**src/fp_slice_pkg.sv**
```systemverilog
package fp_slice_pkg;
    localparam int WORD_W   = 64;
    localparam int XFER_W   = 16;
    localparam int SECTORS  = 4;
    localparam int SLICES   = 16;
    localparam int RF_DEPTH = 16;
    localparam int RF_AW    = 4;
    localparam int IR_W     = 12;

    // Instruction register fields feeding the address multiplexers
    localparam int IR_SD_LSB = 0;
    localparam int IR_SD_W   = 3;
    localparam int IR_AC_LSB = 6;
    localparam int IR_AC_W   = 2;
    localparam logic [IR_W-1:0] IR_RESET = 12'h000;

    // Scratch-pad map (octal in comments)
    localparam int          ACC_COUNT     = 6;
    localparam logic [3:0]  UNUSED_LOC_LO = 4'h6;  // 6
    localparam logic [3:0]  UNUSED_LOC_HI = 4'h7;  // 7
    localparam logic [3:0]  WORK_FIRST    = 4'h8;  // 10
    localparam logic [3:0]  WORK_LAST     = 4'hC;  // 14
    localparam logic [3:0]  ERR_ADDR_LOC  = 4'hD;  // 15, error_address_word and error_address_scratch
    localparam logic [3:0]  ERR_CODE_LOC  = 4'hE;  // 16, error_code_word and special_work_reg_a
    localparam logic [3:0]  SPECIAL_LOC   = 4'hF;  // 17, special_work_reg_b

    // Register port
    localparam logic [1:0]  REG_IR     = 2'h0;
    localparam logic [1:0]  REG_STATUS = 2'h1;
    localparam int          ST_CARRY   = 0;
    localparam int          ST_ZERO    = 1;
    localparam int          ST_SIGN    = 2;
    localparam int          ST_OVF     = 3;
    localparam int          ST_BUSY    = 4;

    typedef enum logic [1:0] {PSEL_CTL, PSEL_IR_SD, PSEL_IR_AC} port_sel_e;
    typedef enum logic [2:0] {SRC_AQ, SRC_AB, SRC_ZQ, SRC_ZB, SRC_ZA, SRC_DA, SRC_DQ, SRC_DZ} alu_src_e;
    typedef enum logic [2:0] {FN_ADD, FN_SUBR, FN_SUBS, FN_OR, FN_AND, FN_NOTRS, FN_EXOR, FN_EXNOR} alu_fn_e;
    typedef enum logic [2:0] {DST_QREG, DST_NOP, DST_RAMA, DST_RAMF, DST_RAMQD, DST_RAMD, DST_RAMQU,
                              DST_RAMU} alu_dst_e;
    typedef enum logic [1:0] {FILL_ZERO, FILL_ONE, FILL_ROT, FILL_CARRY} shift_fill_e;
endpackage : fp_slice_pkg

```
**src/scratch_regfile.sv**
```systemverilog
module scratch_regfile (
    input  wire logic        clk,
    input  wire logic        ce,
    input  wire logic        rd_en,
    input  wire logic [3:0]  a_addr,
    input  wire logic [3:0]  b_addr,
    output logic      [63:0] a_data,
    output logic      [63:0] b_data,
    input  wire logic [3:0]  wr_sector,
    input  wire logic [3:0]  wr_addr,
    input  wire logic [63:0] wr_data
);
    // One RAM per sector so each sector clock loads only its own slice
    genvar s;
    generate
        for (s = 0; s < fp_slice_pkg::SECTORS; s++) begin : g_sector
            logic [15:0] mem [0:fp_slice_pkg::RF_DEPTH-1];
            logic [15:0] a_q;
            logic [15:0] b_q;
            always_ff @(posedge clk) begin
                if (ce && rd_en) begin
                    a_q <= mem[a_addr];
                    b_q <= mem[b_addr];
                end
                if (ce && wr_sector[s]) begin
                    mem[wr_addr] <= wr_data[s*16 +: 16];
                end
            end
            assign a_data[s*16 +: 16] = a_q;
            assign b_data[s*16 +: 16] = b_q;
        end
    endgenerate
endmodule : scratch_regfile

```
**src/fp_bit_slice_datapath.sv**
```systemverilog
module fp_bit_slice_datapath (
    input  wire logic                      clk,
    input  wire logic                      srst,
    input  wire logic                      ce,
    input  wire logic                      mc_go,
    input  wire fp_slice_pkg::port_sel_e   a_port_sel,
    input  wire fp_slice_pkg::port_sel_e   b_port_sel,
    input  wire logic [3:0]                a_field,
    input  wire logic [3:0]                b_field,
    input  wire fp_slice_pkg::alu_src_e    alu_source,
    input  wire fp_slice_pkg::alu_fn_e     alu_function,
    input  wire fp_slice_pkg::alu_dst_e    alu_dest,
    input  wire logic                      carry_in,
    input  wire fp_slice_pkg::shift_fill_e shift_fill,
    input  wire logic [3:0]                sector_load,
    input  wire logic [1:0]                word_sel,
    input  wire logic                      xfer_drive,
    input  wire logic                      xfer_from_alu,
    input  wire logic [15:0]               operand_transfer_bus_in,
    output logic      [15:0]               operand_transfer_bus_out,
    output logic                           xfer_out_valid,
    output logic                           mc_done,
    output logic                           busy,
    output logic                           fast_carry_out,
    input  wire logic [1:0]                reg_addr,
    input  wire logic [15:0]               reg_wdata,
    input  wire logic                      reg_wr,
    input  wire logic                      reg_rd,
    output logic      [15:0]               reg_rdata
);
    typedef enum logic {ST_IDLE, ST_EXEC} state_e;

    state_e                    state,      next_state;
    fp_slice_pkg::alu_src_e    src_q,      next_src;
    fp_slice_pkg::alu_fn_e     fn_q,       next_fn;
    fp_slice_pkg::alu_dst_e    dst_q,      next_dst;
    fp_slice_pkg::shift_fill_e fill_q,     next_fill;
    logic                      cin_q,      next_cin;
    logic [3:0]                sect_q,     next_sect;
    logic [1:0]                word_q,     next_word;
    logic                      drive_q,    next_drive;
    logic                      from_alu_q, next_from_alu;
    logic [15:0]               din_q,      next_din;
    logic [3:0]                wr_addr_q,  next_wr_addr;
    logic [3:0]                a_eff;
    logic [3:0]                b_eff;
    logic                      rd_en;

    logic [11:0]               ir,         next_ir;
    logic [15:0]               next_rdata;
    logic [63:0]               q,          next_q;
    logic [3:0]                flags,      next_flags;
    logic [15:0]               next_xout;
    logic                      next_xvalid;
    logic                      next_done;
    logic                      next_busy;
    logic                      next_fco;

    logic [63:0] a_word, b_word, d_word;
    logic [63:0] r_op, s_op, x_op, y_op, g, p, cb, f, y_out, rf_wdata;
    logic [15:0] sg, sp, sc;
    logic [3:0]  gg, gp;
    logic [4:0]  gc;
    logic        cout, dn_fill, up_fill, q_fill, rf_we;

    function automatic logic [3:0] pick_addr(fp_slice_pkg::port_sel_e sel, logic [3:0] fld, logic [11:0] irv);
        case (sel)
            fp_slice_pkg::PSEL_IR_SD: pick_addr = {1'b0, irv[fp_slice_pkg::IR_SD_LSB +: fp_slice_pkg::IR_SD_W]};
            fp_slice_pkg::PSEL_IR_AC: pick_addr = {2'b00, irv[fp_slice_pkg::IR_AC_LSB +: fp_slice_pkg::IR_AC_W]};
            default:                  pick_addr = fld;
        endcase
    endfunction : pick_addr

    // Look-ahead carries c0..c4 of a four-wide group
    function automatic logic [4:0] cla4(logic [3:0] gi, logic [3:0] pi, logic c0);
        cla4[0] = c0;
        cla4[1] = gi[0] | (pi[0] & c0);
        cla4[2] = gi[1] | (pi[1] & gi[0]) | (&pi[1:0] & c0);
        cla4[3] = gi[2] | (pi[2] & gi[1]) | (&pi[2:1] & gi[0]) | (&pi[2:0] & c0);
        cla4[4] = gi[3] | (pi[3] & gi[2]) | (&pi[3:2] & gi[1]) | (&pi[3:1] & gi[0]) | (&pi & c0);
    endfunction : cla4

    function automatic logic [1:0] gp4(logic [3:0] gi, logic [3:0] pi);
        logic [4:0] c;
        c = cla4(gi, pi, 1'b0);
        gp4 = {c[4], &pi};
    endfunction : gp4

    // Instruction fields give only 0..7, so 10-17 octal stay microcode-only
    assign a_eff = pick_addr(a_port_sel, a_field, ir);
    assign b_eff = pick_addr(b_port_sel, b_field, ir);
    assign rd_en = (state == ST_IDLE) && mc_go;

    scratch_regfile u_rf (
        .clk       (clk),
        .ce        (ce),
        .rd_en     (rd_en),
        .a_addr    (a_eff),
        .b_addr    (b_eff),
        .a_data    (a_word),
        .b_data    (b_word),
        .wr_sector (rf_we ? sect_q : 4'h0),
        .wr_addr   (wr_addr_q),
        .wr_data   (rf_wdata)
    );

    always_comb begin
        next_state = state;
        next_src = src_q;
        next_fn = fn_q;
        next_dst = dst_q;
        next_fill = fill_q;
        next_cin = cin_q;
        next_sect = sect_q;
        next_word = word_q;
        next_drive = drive_q;
        next_from_alu = from_alu_q;
        next_din = din_q;
        next_wr_addr = wr_addr_q;
        next_done = 1'b0;
        unique case (state)
            ST_IDLE: begin
                if (mc_go) begin
                    next_state = ST_EXEC;
                    next_src = alu_source;
                    next_fn = alu_function;
                    next_dst = alu_dest;
                    next_fill = shift_fill;
                    next_cin = carry_in;
                    next_sect = sector_load;
                    next_word = word_sel;
                    next_drive = xfer_drive;
                    next_from_alu = xfer_from_alu;
                    next_din = operand_transfer_bus_in;
                    next_wr_addr = b_eff;
                end
            end
            ST_EXEC: begin
                next_state = ST_IDLE;
                next_done = 1'b1;
            end
        endcase
        next_busy = (next_state == ST_EXEC);
    end

    always_ff @(posedge clk) begin
        if (srst) begin
            state <= ST_IDLE;
            // Transfer word only, so idle operands stay known before any RAM read
            src_q <= fp_slice_pkg::SRC_DZ;
            fn_q <= fp_slice_pkg::FN_ADD;
            dst_q <= fp_slice_pkg::DST_NOP;
            fill_q <= fp_slice_pkg::FILL_ZERO;
            cin_q <= 1'b0;
            sect_q <= 4'h0;
            word_q <= 2'h0;
            drive_q <= 1'b0;
            from_alu_q <= 1'b0;
            din_q <= 16'h0000;
            wr_addr_q <= 4'h0;
            mc_done <= 1'b0;
            busy <= 1'b0;
        end else if (ce) begin
            state <= next_state;
            src_q <= next_src;
            fn_q <= next_fn;
            dst_q <= next_dst;
            fill_q <= next_fill;
            cin_q <= next_cin;
            sect_q <= next_sect;
            word_q <= next_word;
            drive_q <= next_drive;
            from_alu_q <= next_from_alu;
            din_q <= next_din;
            wr_addr_q <= next_wr_addr;
            mc_done <= next_done;
            busy <= next_busy;
        end
    end

    // Transfer-bus word lands in its sector of the D operand
    assign d_word = {48'h0, din_q} << {word_q, 4'h0};

    always_comb begin
        unique case (src_q)
            fp_slice_pkg::SRC_AQ: begin r_op = a_word; s_op = q; end
            fp_slice_pkg::SRC_AB: begin r_op = a_word; s_op = b_word; end
            fp_slice_pkg::SRC_ZQ: begin r_op = 64'h0; s_op = q; end
            fp_slice_pkg::SRC_ZB: begin r_op = 64'h0; s_op = b_word; end
            fp_slice_pkg::SRC_ZA: begin r_op = 64'h0; s_op = a_word; end
            fp_slice_pkg::SRC_DA: begin r_op = d_word; s_op = a_word; end
            fp_slice_pkg::SRC_DQ: begin r_op = d_word; s_op = q; end
            fp_slice_pkg::SRC_DZ: begin r_op = d_word; s_op = 64'h0; end
        endcase
        x_op = (fn_q == fp_slice_pkg::FN_SUBR) ? ~r_op : r_op;
        y_op = (fn_q == fp_slice_pkg::FN_SUBS) ? ~s_op : s_op;
    end

    assign g = x_op & y_op;
    assign p = x_op ^ y_op;

    // Slice level, then group level look-ahead
    genvar i;
    generate
        for (i = 0; i < fp_slice_pkg::SLICES; i++) begin : g_slice
            logic [4:0] bc;
            assign {sg[i], sp[i]} = gp4(g[4*i +: 4], p[4*i +: 4]);
            assign bc = cla4(g[4*i +: 4], p[4*i +: 4], sc[i]);
            assign cb[4*i +: 4] = bc[3:0];
        end
        for (i = 0; i < fp_slice_pkg::SECTORS; i++) begin : g_group
            logic [4:0] scv;
            assign {gg[i], gp[i]} = gp4(sg[4*i +: 4], sp[4*i +: 4]);
            assign scv = cla4(sg[4*i +: 4], sp[4*i +: 4], gc[i]);
            assign sc[4*i +: 4] = scv[3:0];
        end
    endgenerate
    assign gc = cla4(gg, gp, cin_q);
    assign cout = gc[4];

    always_comb begin
        unique case (fn_q)
            fp_slice_pkg::FN_ADD,
            fp_slice_pkg::FN_SUBR,
            fp_slice_pkg::FN_SUBS:  f = p ^ cb;
            fp_slice_pkg::FN_OR:    f = r_op | s_op;
            fp_slice_pkg::FN_AND:   f = r_op & s_op;
            fp_slice_pkg::FN_NOTRS: f = ~r_op & s_op;
            fp_slice_pkg::FN_EXOR:  f = r_op ^ s_op;
            fp_slice_pkg::FN_EXNOR: f = ~(r_op ^ s_op);
        endcase
        unique case (fill_q)
            fp_slice_pkg::FILL_ZERO:  begin dn_fill = 1'b0; up_fill = 1'b0; end
            fp_slice_pkg::FILL_ONE:   begin dn_fill = 1'b1; up_fill = 1'b1; end
            fp_slice_pkg::FILL_ROT:   begin dn_fill = f[0]; up_fill = f[63]; end
            fp_slice_pkg::FILL_CARRY: begin dn_fill = cout; up_fill = cout; end
        endcase
        // Q never rotates: a rotate fill puts a zero into Q
        q_fill = (fill_q == fp_slice_pkg::FILL_ONE) | ((fill_q == fp_slice_pkg::FILL_CARRY) & cout);
        rf_we = 1'b0;
        rf_wdata = f;
        next_q = q;
        unique case (dst_q)
            fp_slice_pkg::DST_QREG:  next_q = f;
            fp_slice_pkg::DST_NOP:   rf_we = 1'b0;
            fp_slice_pkg::DST_RAMA,
            fp_slice_pkg::DST_RAMF:  rf_we = 1'b1;
            fp_slice_pkg::DST_RAMQD: begin
                rf_we = 1'b1;
                rf_wdata = {dn_fill, f[63:1]};
                next_q = {f[0], q[63:1]};
            end
            fp_slice_pkg::DST_RAMD:  begin rf_we = 1'b1; rf_wdata = {dn_fill, f[63:1]}; end
            fp_slice_pkg::DST_RAMQU: begin
                rf_we = 1'b1;
                rf_wdata = {f[62:0], q[63]};
                next_q = {q[62:0], q_fill};
            end
            fp_slice_pkg::DST_RAMU:  begin rf_we = 1'b1; rf_wdata = {f[62:0], up_fill}; end
        endcase
        if (state != ST_EXEC) begin
            rf_we = 1'b0;
            next_q = q;
        end
        for (int k = 0; k < fp_slice_pkg::SECTORS; k++) begin
            if (!sect_q[k]) begin
                next_q[k*16 +: 16] = q[k*16 +: 16];
            end
        end
        y_out = (dst_q == fp_slice_pkg::DST_RAMA) ? a_word : f;
        next_xvalid = (state == ST_EXEC) && drive_q;
        next_xout = operand_transfer_bus_out;
        if (next_xvalid) begin
            next_xout = from_alu_q ? y_out[{word_q, 4'h0} +: 16] : a_word[{word_q, 4'h0} +: 16];
        end
        next_flags = flags;
        next_fco = fast_carry_out;
        if (state == ST_EXEC) begin
            next_flags[fp_slice_pkg::ST_CARRY] = cout;
            next_flags[fp_slice_pkg::ST_ZERO] = (f == 64'h0);
            next_flags[fp_slice_pkg::ST_SIGN] = f[63];
            next_flags[fp_slice_pkg::ST_OVF] = cb[63] ^ cout;
            next_fco = cout;
        end
    end

    always_ff @(posedge clk) begin
        if (srst) begin
            q <= 64'h0;
            flags <= 4'h0;
            fast_carry_out <= 1'b0;
            operand_transfer_bus_out <= 16'h0000;
            xfer_out_valid <= 1'b0;
        end else if (ce) begin
            q <= next_q;
            flags <= next_flags;
            fast_carry_out <= next_fco;
            operand_transfer_bus_out <= next_xout;
            xfer_out_valid <= next_xvalid;
        end
    end

    // Register port
    always_comb begin
        next_ir = ir;
        if (reg_wr && reg_addr == fp_slice_pkg::REG_IR) begin
            next_ir = reg_wdata[11:0];
        end
        next_rdata = 16'h0000;
        if (reg_rd) begin
            if (reg_addr == fp_slice_pkg::REG_IR) begin
                next_rdata = {4'h0, ir};
            end else if (reg_addr == fp_slice_pkg::REG_STATUS) begin
                next_rdata = {11'h000, busy, flags};
            end
        end
    end

    always_ff @(posedge clk) begin
        if (srst) begin
            ir <= fp_slice_pkg::IR_RESET;
            reg_rdata <= 16'h0000;
        end else if (ce) begin
            ir <= next_ir;
            reg_rdata <= next_rdata;
        end
    end

    a_ir_addr_range: assert property (@(posedge clk) disable iff (srst)
        (a_port_sel != fp_slice_pkg::PSEL_CTL) |-> !a_eff[3]) else $error("IR selection reached high bank");
    a_ac_field_map: assert property (@(posedge clk) disable iff (srst)
        (b_port_sel == fp_slice_pkg::PSEL_IR_AC) |-> b_eff == {2'b00, ir[7:6]}) else $error("accumulator address wrong");
    a_done_after_go: assert property (@(posedge clk) disable iff (srst)
        ce && state == ST_IDLE && mc_go ##1 ce |=> mc_done) else $error("microcycle did not finish");
    a_cla_sum: assert property (@(posedge clk) disable iff (srst)
        {cout, p ^ cb} == ({1'b0, x_op} + {1'b0, y_op} + {64'h0, cin_q})) else $error("carry look-ahead sum wrong");
    a_q_pair_shift: assert property (@(posedge clk) disable iff (srst)
        ce && state == ST_EXEC && dst_q == fp_slice_pkg::DST_RAMQD && sect_q == 4'hF
        |=> q == {$past(f[0]), $past(q[63:1])}) else $error("Q right shift wrong");
    a_q_shift_alone: assert property (@(posedge clk) disable iff (srst)
        ce && (dst_q == fp_slice_pkg::DST_RAMD || dst_q == fp_slice_pkg::DST_RAMU || dst_q == fp_slice_pkg::DST_NOP)
        |=> $stable(q)) else $error("Q moved without register file");
    a_rotate_full: assert property (@(posedge clk) disable iff (srst)
        dst_q == fp_slice_pkg::DST_RAMD && fill_q == fp_slice_pkg::FILL_ROT
        |-> rf_wdata == {f[0], f[63:1]}) else $error("rotate wrong");
    a_carry_link: assert property (@(posedge clk) disable iff (srst)
        dst_q == fp_slice_pkg::DST_RAMU && fill_q == fp_slice_pkg::FILL_CARRY
        |-> rf_wdata[0] == cout && rf_wdata[63:1] == f[62:0]) else $error("carry not linked");
    a_xfer_word: assert property (@(posedge clk) disable iff (srst)
        ce && state == ST_EXEC && drive_q && !from_alu_q
        |=> xfer_out_valid && operand_transfer_bus_out == $past(a_word[{word_q, 4'h0} +: 16]))
        else $error("transfer word wrong");
endmodule : fp_bit_slice_datapath

```
**config.mk**
```make
export PLATFORM = sky130hd
export DESIGN_NAME = fp_bit_slice_datapath
export DESIGN_NICKNAME = d
export VERILOG_FILES = /design/src/fp_slice_pkg.sv /design/src/scratch_regfile.sv /design/src/fp_bit_slice_datapath.sv
export SDC_FILE = /design/constraint.sdc
export NUM_CORES = 2
export LEC_CHECK = 0
export ABC_AREA = 1
export BUFFER_PORTS_ARGS = -buffer_cell sky130_fd_sc_hd__buf_2
export CAP_MARGIN = 20
export CORE_UTILIZATION = 58
export DETAILED_ROUTE_END_ITERATION = 16
export GPL_TIMING_DRIVEN = 1
export PLACE_DENSITY_LB_ADDON = 0.3
export SYNTH_ARGS = -nofsm -noshare
export SYNTH_HDL_FRONTEND = slang
export SYNTH_SLANG_ARGS = --single-unit
```
**constraint.sdc**
```tcl
create_clock -name clk -period 4.9 [get_ports clk]
set_clock_uncertainty 0.1 [all_clocks]
set_input_delay 0.49 -clock clk [delete_from_list [all_inputs] [get_ports clk]]
set_output_delay 0.49 -clock clk [all_outputs]
set_load 0.05 [all_outputs]
```
== Word-level counts from Yosys, hierarchy flattened ==
Memory sizes are Yosys's and may differ from the RTL's. A register that Yosys moved wholly into a read port is not among the register bits.
Index checks and enable logic that the tools add are counted.

* Eq/ne operators: 28
* Shift operators: 3
* Multiplexer cells: 30
* Bitwise logic cells: 394
* Reductions and logical operators: 158

{| class="wikitable"
|+ Operators by type and width
! cell !! number
|-
| $pmux 64 s3 || 3
|-
| $pmux 64 s6 || 1
|-
| $pmux 64 s4 || 1
|-
| $and 64x64->64 || 3
|-
| $mux 64 || 3
|-
| $not 64->64 || 3
|-
| $xor 64x64->64 || 3
|-
| $and 1x1->1 || 191
|-
| $or 1x1->1 || 191
|-
| $shiftx 64x7->16 || 2
|-
| $reduce_and 2->1 || 51
|-
| $reduce_and 3->1 || 33
|-
| $reduce_and 12->1 || 8
|-
| $reduce_and 32->1 || 3
|-
| $reduce_and 48->1 || 2
|-
| $reduce_and 8->1 || 12
|-
| $reduce_and 4->1 || 20
|-
| $logic_not 64->1 || 1
|-
| $or 64x64->64 || 1
|-
| $reduce_and 16->1 || 4
|-
| $reduce_and 64->1 || 1
|-
| $shl 16x6->64 || 1
|-
| $eq 3x3->1 const B || 12
|-
| $mux 12 || 2
|-
| 20 further kinds || 61
|}

* Flip-flop bits (word level): 156
* RAM bits: 1024
* Bits of input ports: 72
* Output and inout bits: 36
* Word-level logic and storage cells: 640
* Memories: 4

{| class="wikitable"
|+ Memory list
! name !! depth !! width !! read ports !! clocked after memory_dff !! write ports !! line !! source
|-
| u_rf.g_sector[0].mem || 16 || 16 || 2 || 2 || 1 || scratch_regfile.sv:17 || <nowiki>logic [15:0] mem [0:fp_slice_pkg::RF_DEPTH-1];</nowiki>
|-
| u_rf.g_sector[1].mem || 16 || 16 || 2 || 2 || 1 || scratch_regfile.sv:17 ||
|-
| u_rf.g_sector[2].mem || 16 || 16 || 2 || 2 || 1 || scratch_regfile.sv:17 ||
|-
| u_rf.g_sector[3].mem || 16 || 16 || 2 || 2 || 1 || scratch_regfile.sv:17 ||
|}

== Logic depth before layout (Yosys ltp) ==
* Depth after elaboration: 27
* Depth in mapped cells: 40

== By module ==
Synthesis repeated with hierarchy kept, for this count alone.

* Cell total of the unflattened synthesis: 10011
* Area total of the unflattened synthesis: 78447.7 µm²

{| class="wikitable"
|+ Modules (own cells, without submodules)
! module !! instances !! cells each !! area an instance (µm²)
|-
| scratch_regfile || 1 || 6678 || 58660.0
|-
| fp_bit_slice_datapath || 1 || 3333 || 19787.7
|}

== Worst setup path before layout ==
Ideal clock, no wire load.

* Path type: input-to-reg
* Start point: in ce
* End point: reg u_rf.g_sector[0].a_q[0], read port of u_rf.g_sector[0].mem, enable pin
* Arrival time: 4699 ps
* Required time: 4258 ps
* Path slack: -441 ps
* Stages on the path: 4
* Buffers on the path: 2
* Cells stage by stage: clkbuf_1 nand2_1 nor2_1 clkbuf_1

* Word-level cells in the longest chain between the ends: 1

{| class="wikitable"
|+ Ends and longest elaborated chain
! item !! line !! source
|-
| start: declaration || fp_bit_slice_datapath.sv:4 || <nowiki>input wire logic ce,</nowiki>
|-
| $logic_and 1x1->1 || scratch_regfile.sv:21 || <nowiki>if (ce && rd_en) begin</nowiki>
|-
| end: declaration || scratch_regfile.sv:18 || <nowiki>logic [15:0] a_q;</nowiki>
|}

Every way passes these cells.
A chain may end at the register's enable or synchronous reset.

== Worst setup path after layout ==
* Start point: reg src_q[2]
* End point: mem u_rf.g_sector[2].mem[5][15], data pin

* Word-level cells in the longest chain between the ends: 24
* Elaborated cells between the ends (all ways): 190
* Classes of those cells: 7 x eq/ne; 6 x mux; 126 x bitwise; 51 x reduce/logical

{| class="wikitable"
|+ Ends and longest elaborated chain
! item !! line !! source
|-
| start: declaration || fp_bit_slice_datapath.sv:34 || <nowiki>fp_slice_pkg::alu_src_e src_q, next_src;</nowiki>
|-
| start signal: assignment || fp_bit_slice_datapath.sv:150 || <nowiki>src_q <= fp_slice_pkg::SRC_DZ;</nowiki>
|-
| start signal: assignment || fp_bit_slice_datapath.sv:165 || <nowiki>src_q <= next_src;</nowiki>
|-
| $eq 3x3->1, or another cell as far along || fp_bit_slice_datapath.sv:185 || <nowiki>unique case (src_q)</nowiki>
|-
| $reduce_or 3->1 (no line) / $reduce_or 2->1 (equally long branches) || - ||
|-
| $pmux 64 s4 / $pmux 64 s3 (equally long branches) || fp_bit_slice_datapath.sv:185 ||
|-
| $not 64->64 (on tied branches) || fp_bit_slice_datapath.sv:196, fp_bit_slice_datapath.sv:195, fp_bit_slice_datapath.sv:228 ||
|-
| $mux 64 (on tied branches) || fp_bit_slice_datapath.sv:196, fp_bit_slice_datapath.sv:195 ||
|-
| $xor 64x64->64 / $and 64x64->64 (equally long branches) || fp_bit_slice_datapath.sv:200, fp_bit_slice_datapath.sv:199 ||
|-
| $and 1x1->1 / $reduce_and 2->1 (equally long branches) || - ||
|-
| $or 1x1->1 / $and 1x1->1 (equally long branches) || - ||
|-
| [9 not listed] || - ||
|-
| $and 1x1->1 || fp_bit_slice_datapath.sv:79 || <nowiki>cla4[3] = gi[2] | (pi[2] & gi[1]) | (&pi[2:1] & gi[0]) | (&pi[2:0] & c0);</nowiki>
|-
| $or 1x1->1 || fp_bit_slice_datapath.sv:79 ||
|-
| $and 1x1->1 (on tied branches) || fp_bit_slice_datapath.sv:79, fp_bit_slice_datapath.sv:78 ||
|-
| $or 1x1->1 (on tied branches) || fp_bit_slice_datapath.sv:79, fp_bit_slice_datapath.sv:78 ||
|-
| $xor 64x64->64 || fp_bit_slice_datapath.sv:225 || <nowiki>fp_slice_pkg::FN_SUBS: f = p ^ cb;</nowiki>
|-
| $pmux 64 s6 (*) || fp_bit_slice_datapath.sv:222 || <nowiki>unique case (fn_q)</nowiki>
|-
| $pmux 64 s3 (*) || fp_bit_slice_datapath.sv:243 || <nowiki>unique case (dst_q)</nowiki>
|-
| net rf_wdata[47] || fp_bit_slice_datapath.sv:60 || <nowiki>logic [63:0] r_op, s_op, x_op, y_op, g, p, cb, f, y_out, rf_wdata;</nowiki>
|-
| end: declaration || scratch_regfile.sv:17 ||
|}

Mark *: on every way through the listed nets, which the timed path passes. The rest lies on a longest branch.

==> impl_metrics.ini <==
[status]
status = finished clean

[floorplan]
core_sq_mm = 0.126
die_h_um = 359
ioPinCount = 108
die_w_um = 359
dieArea_sq_mm = 0.129
row_count = 130
start_util_pct = 58.7

[clocking]
htree_levels = 4
clock_latency_ps = 800
path_clk_slew_ps = 60
cts_root_buffer = clkbuf_16
cts_buffers = 140
cts_tree = done
cts_buffer_depth = 3
cts.sinks = 1303

[sta]
grt_setup_unrepaired = true
fin_crit_ps = 4790
max_slew_margin_pct = 18.3
hold_viol = 0
post-route-period-util_pct = 97.8
setup_viol = 0
max_slew.worst_pin.slew_ps = 1220
drv_slew = 0
fmax_ghz = 0.209

[grt]
track_usage_pct = 42.1
grt_max_degree = 151
grt_pass1_wl_mm = 405
overflow = 0
grt_pass1_vias = 64800
antenna_found_initial = 15

[logic_synthesis]
synth.avg_cell_area_sq_um = 8.77
synth_cell_types = 60
yosysTopAreaCell = edfxtp_1
ys_async_sr_fraction_pct = 0
synth_common_cells = 1505 x nand2_1, 1259 x o21ai_0, 1152 x edfxtp_1, 933 x inv_1, 529 x a21oi_1
syn-instance-count = 8442
seq_area_frac_synth_pct = 50.8
synthFlopType = edfxtp_1
yosysTopAreaCellShare_pct = 46.7
synth_area_sq_mm = 0.0740
ys_warn_count = 0
ys_ff_latch = 1303
synth_most_common_cell = nand2_1
synthTopCellsByArea = edfxtp_1 47%, o21ai_0 8.5%, nand2_1 7.6%
synth-edff-count = 1152

[pwr]
p_leak_nw = 34.6
switchingPower_w = 0.0107
pwr-share-seq_pct = 41.0
ir_drop_uv = 419
clkPwrFrac_pct = 31.2
p_int_w = 0.0218
swShare_pct = 32.9
power.density_mw_per_mm2 = 371
power_frac_comb_pct = 27.8

[final_layout]
layoutNonFillerInstCount = 10700
stdcell_area_sq_mm = 0.0874
fin_nets = 9146
drive_gt1_share_pct = 16.7
area_growth_pct = 18.0
fillers = 9516

[route]
wire_per_inst_um = 26.4
wl_mm = 282
viasPerCell = 6.56
drtAntennaViolNets = 0
vias = 70100
remaining_drc_errors = 0
drt_iter0_drc = 12000
first_pass_iters = 9

[placement]
port-buffer-count = 99
place_area_sq_mm = 0.0808
place_congestion = 1.04
dp_hpwl_mm = 181
dp.cells = 10300

[worst_hold_path]
holdPathStages = 5
hold_path_class = input pin to register

[worst_setup_path]
crit_required_ps = 5320
cpMostUsedCell = buf_6
reg2reg_depth = 26
critPathMaxFanout = 16
crit_arrival_ps = 5210
setup.worst_path.start_class = register
cpMaxStageDelayCell = fa_1
crit_type = register to register
critPathMaxStageDelay_ps = 460
end_kind = register

[flow_run]
drv_cap = 0
[sequential cells by signal, indices dropped and copies added (netlist names), 12 cells and up]
name,flops
ir,12
u_rf.g_sector.a_q,64
u_rf.g_sector.mem,1024
u_rf.g_sector.b_q,64
q,64
operand_transfer_bus_out,16
din_q,16
reg_rdata,12
[final timing paths]
| kind | from | endpoint | slack (ps) |
|---|---|---|---|
| worst min-delay path | reg_addr[0] | reg_rdata[6]$_SDFFE_PP0P_ | 90 |
| worst min register to register | ir[5]$_SDFFE_PP0P_ | ir[5]$_SDFFE_PP0P_ | 350 |
| worst max register to register | src_q[2]$_SDFFE_PP1P_ | u_rf.g_sector[2].mem[5][15]$_DFFE_PP_ | 110 |
| worst max-delay path | src_q[2]$_SDFFE_PP1P_ | u_rf.g_sector[2].mem[5][15]$_DFFE_PP_ | 110 |
[power groups by stage]
stage / Sequential [W] / Clock, W / Combinational, W
after detailed placement: 0.0135 / 0 / 0.00821
final: 0.0133 / 0.0101 / 0.00902
after global placement: 0.0135 / 0 / 0.00803
after floorplan: 0.0135 / 0 / 0.00444
after CTS: 0.0133 / 0.0102 / 0.00834
after global routing: 0.0133 / 0.0105 / 0.00953
[per-layer routing]
layer,vias to the layer above,track usage (%),part of all wire (%)
met5,-,0,0.019
met4,8,24.8,6.7
met3,1173,11.4,14
met2,5342,61.5,42
met1,32800,56.4,37
li1,30800,-,-
[cell usage in the layout (no fill, tap or decap), types with 28 or more instances in the layout]
master            n
clkinv_1         35
o221ai_1        204
buf_4           730
ha_1            132
nand2_2          92
o21ai_2          33
inv_1           920
o211ai_1        354
a211oi_1        133
o21ai_0        1244
nor2_1          354
nand2_1        1420
nor2_2           79
xor2_1          122
buf_2            99
dfxtp_1         144
clkbuf_16       147
edfxtp_1       1152
dlygate4sd3_1    51
a221oi_1         61
clkbuf_1         39
o311ai_0         89
o21ai_1          28
nand3_1         356
buf_12           67
o22ai_1          49
a21oi_1         516
[worst max-delay path, delay by kind of cell, from the launching register on]
| family | cells | cell delay [ps] |
|---|---|---|
| DFF | 1 | 440 |
| buffers and inverters | 10 | 1350 |
| AOI/OAI and AO/OA | 5 | 610 |
| adders and majority gates | 2 | 770 |
| and+or+nand+nor | 8 | 1020 |
| xor gates and xnor gates | 1 | 180 |
[cells by family (layout without fill, tap and decap cells)]
group / Yosys count / count (layout) / synth area share (%)
adders and majority gates: 148 / 148 / 2.66
DFF: 1303 / 1303 / 50.8
buffers and inverters: 1602 / 2182 / 8.43
xor gates and xnor gates: 148 / 148 / 1.75
AOI/OAI and AO/OA: 2800 / 2800 / 22.9
other: 1 / 9 / 0.00506
and+or+nand+nor: 2440 / 2440 / 13.4
[cell type report]
type / instances / area [sq um] / share of cell area (%)
clock inverters: 58 / 494 / 0.566
diodes: 5 / 12.5 / 0.0143
flip-flops and latches: 1303 / 37600 / 43.1
multi-input cells: 5540 / 31400 / 35.9
clock buffers: 183 / 3730 / 4.27
well taps: 1650 / 2060 / 2.36
inverters: 955 / 3630 / 4.16
repair buffers: 986 / 8400 / 9.61
[metrics by stage]
stage / TNS, ps / hold WS (ps) / setup slack [ps] / util (%) / power (W)
global route: -944 / 93.6 / -89.8 / 69.3 / 0.0334
detailed placement: -21890 / 336 / -306 / 64.1 / 0.0217
floorplan: 0 / 324 / 43.7 / - / 0.0179
global placement: -6980 / 332 / -293 / 64.1 / 0.0215
finish: 0 / 85.7 / 107 / 69.3 / 0.0325
CTS: 0 / 36.6 / 16.7 / 68.0 / 0.0318
[what timing repair did]
action | 4_1_cts | 5_1_grt
setup endpoints to repair | 345 | 486
setup buffers | 11 | 51
gates cloned | 0 | 7
endpoints found under the hold margin | 55 | 0
hold buffers | 51 | 0
gates resized for setup | 28 | 288
pin swaps | 4 | 126
Note: power is estimated with default switching activity, not from simulation.
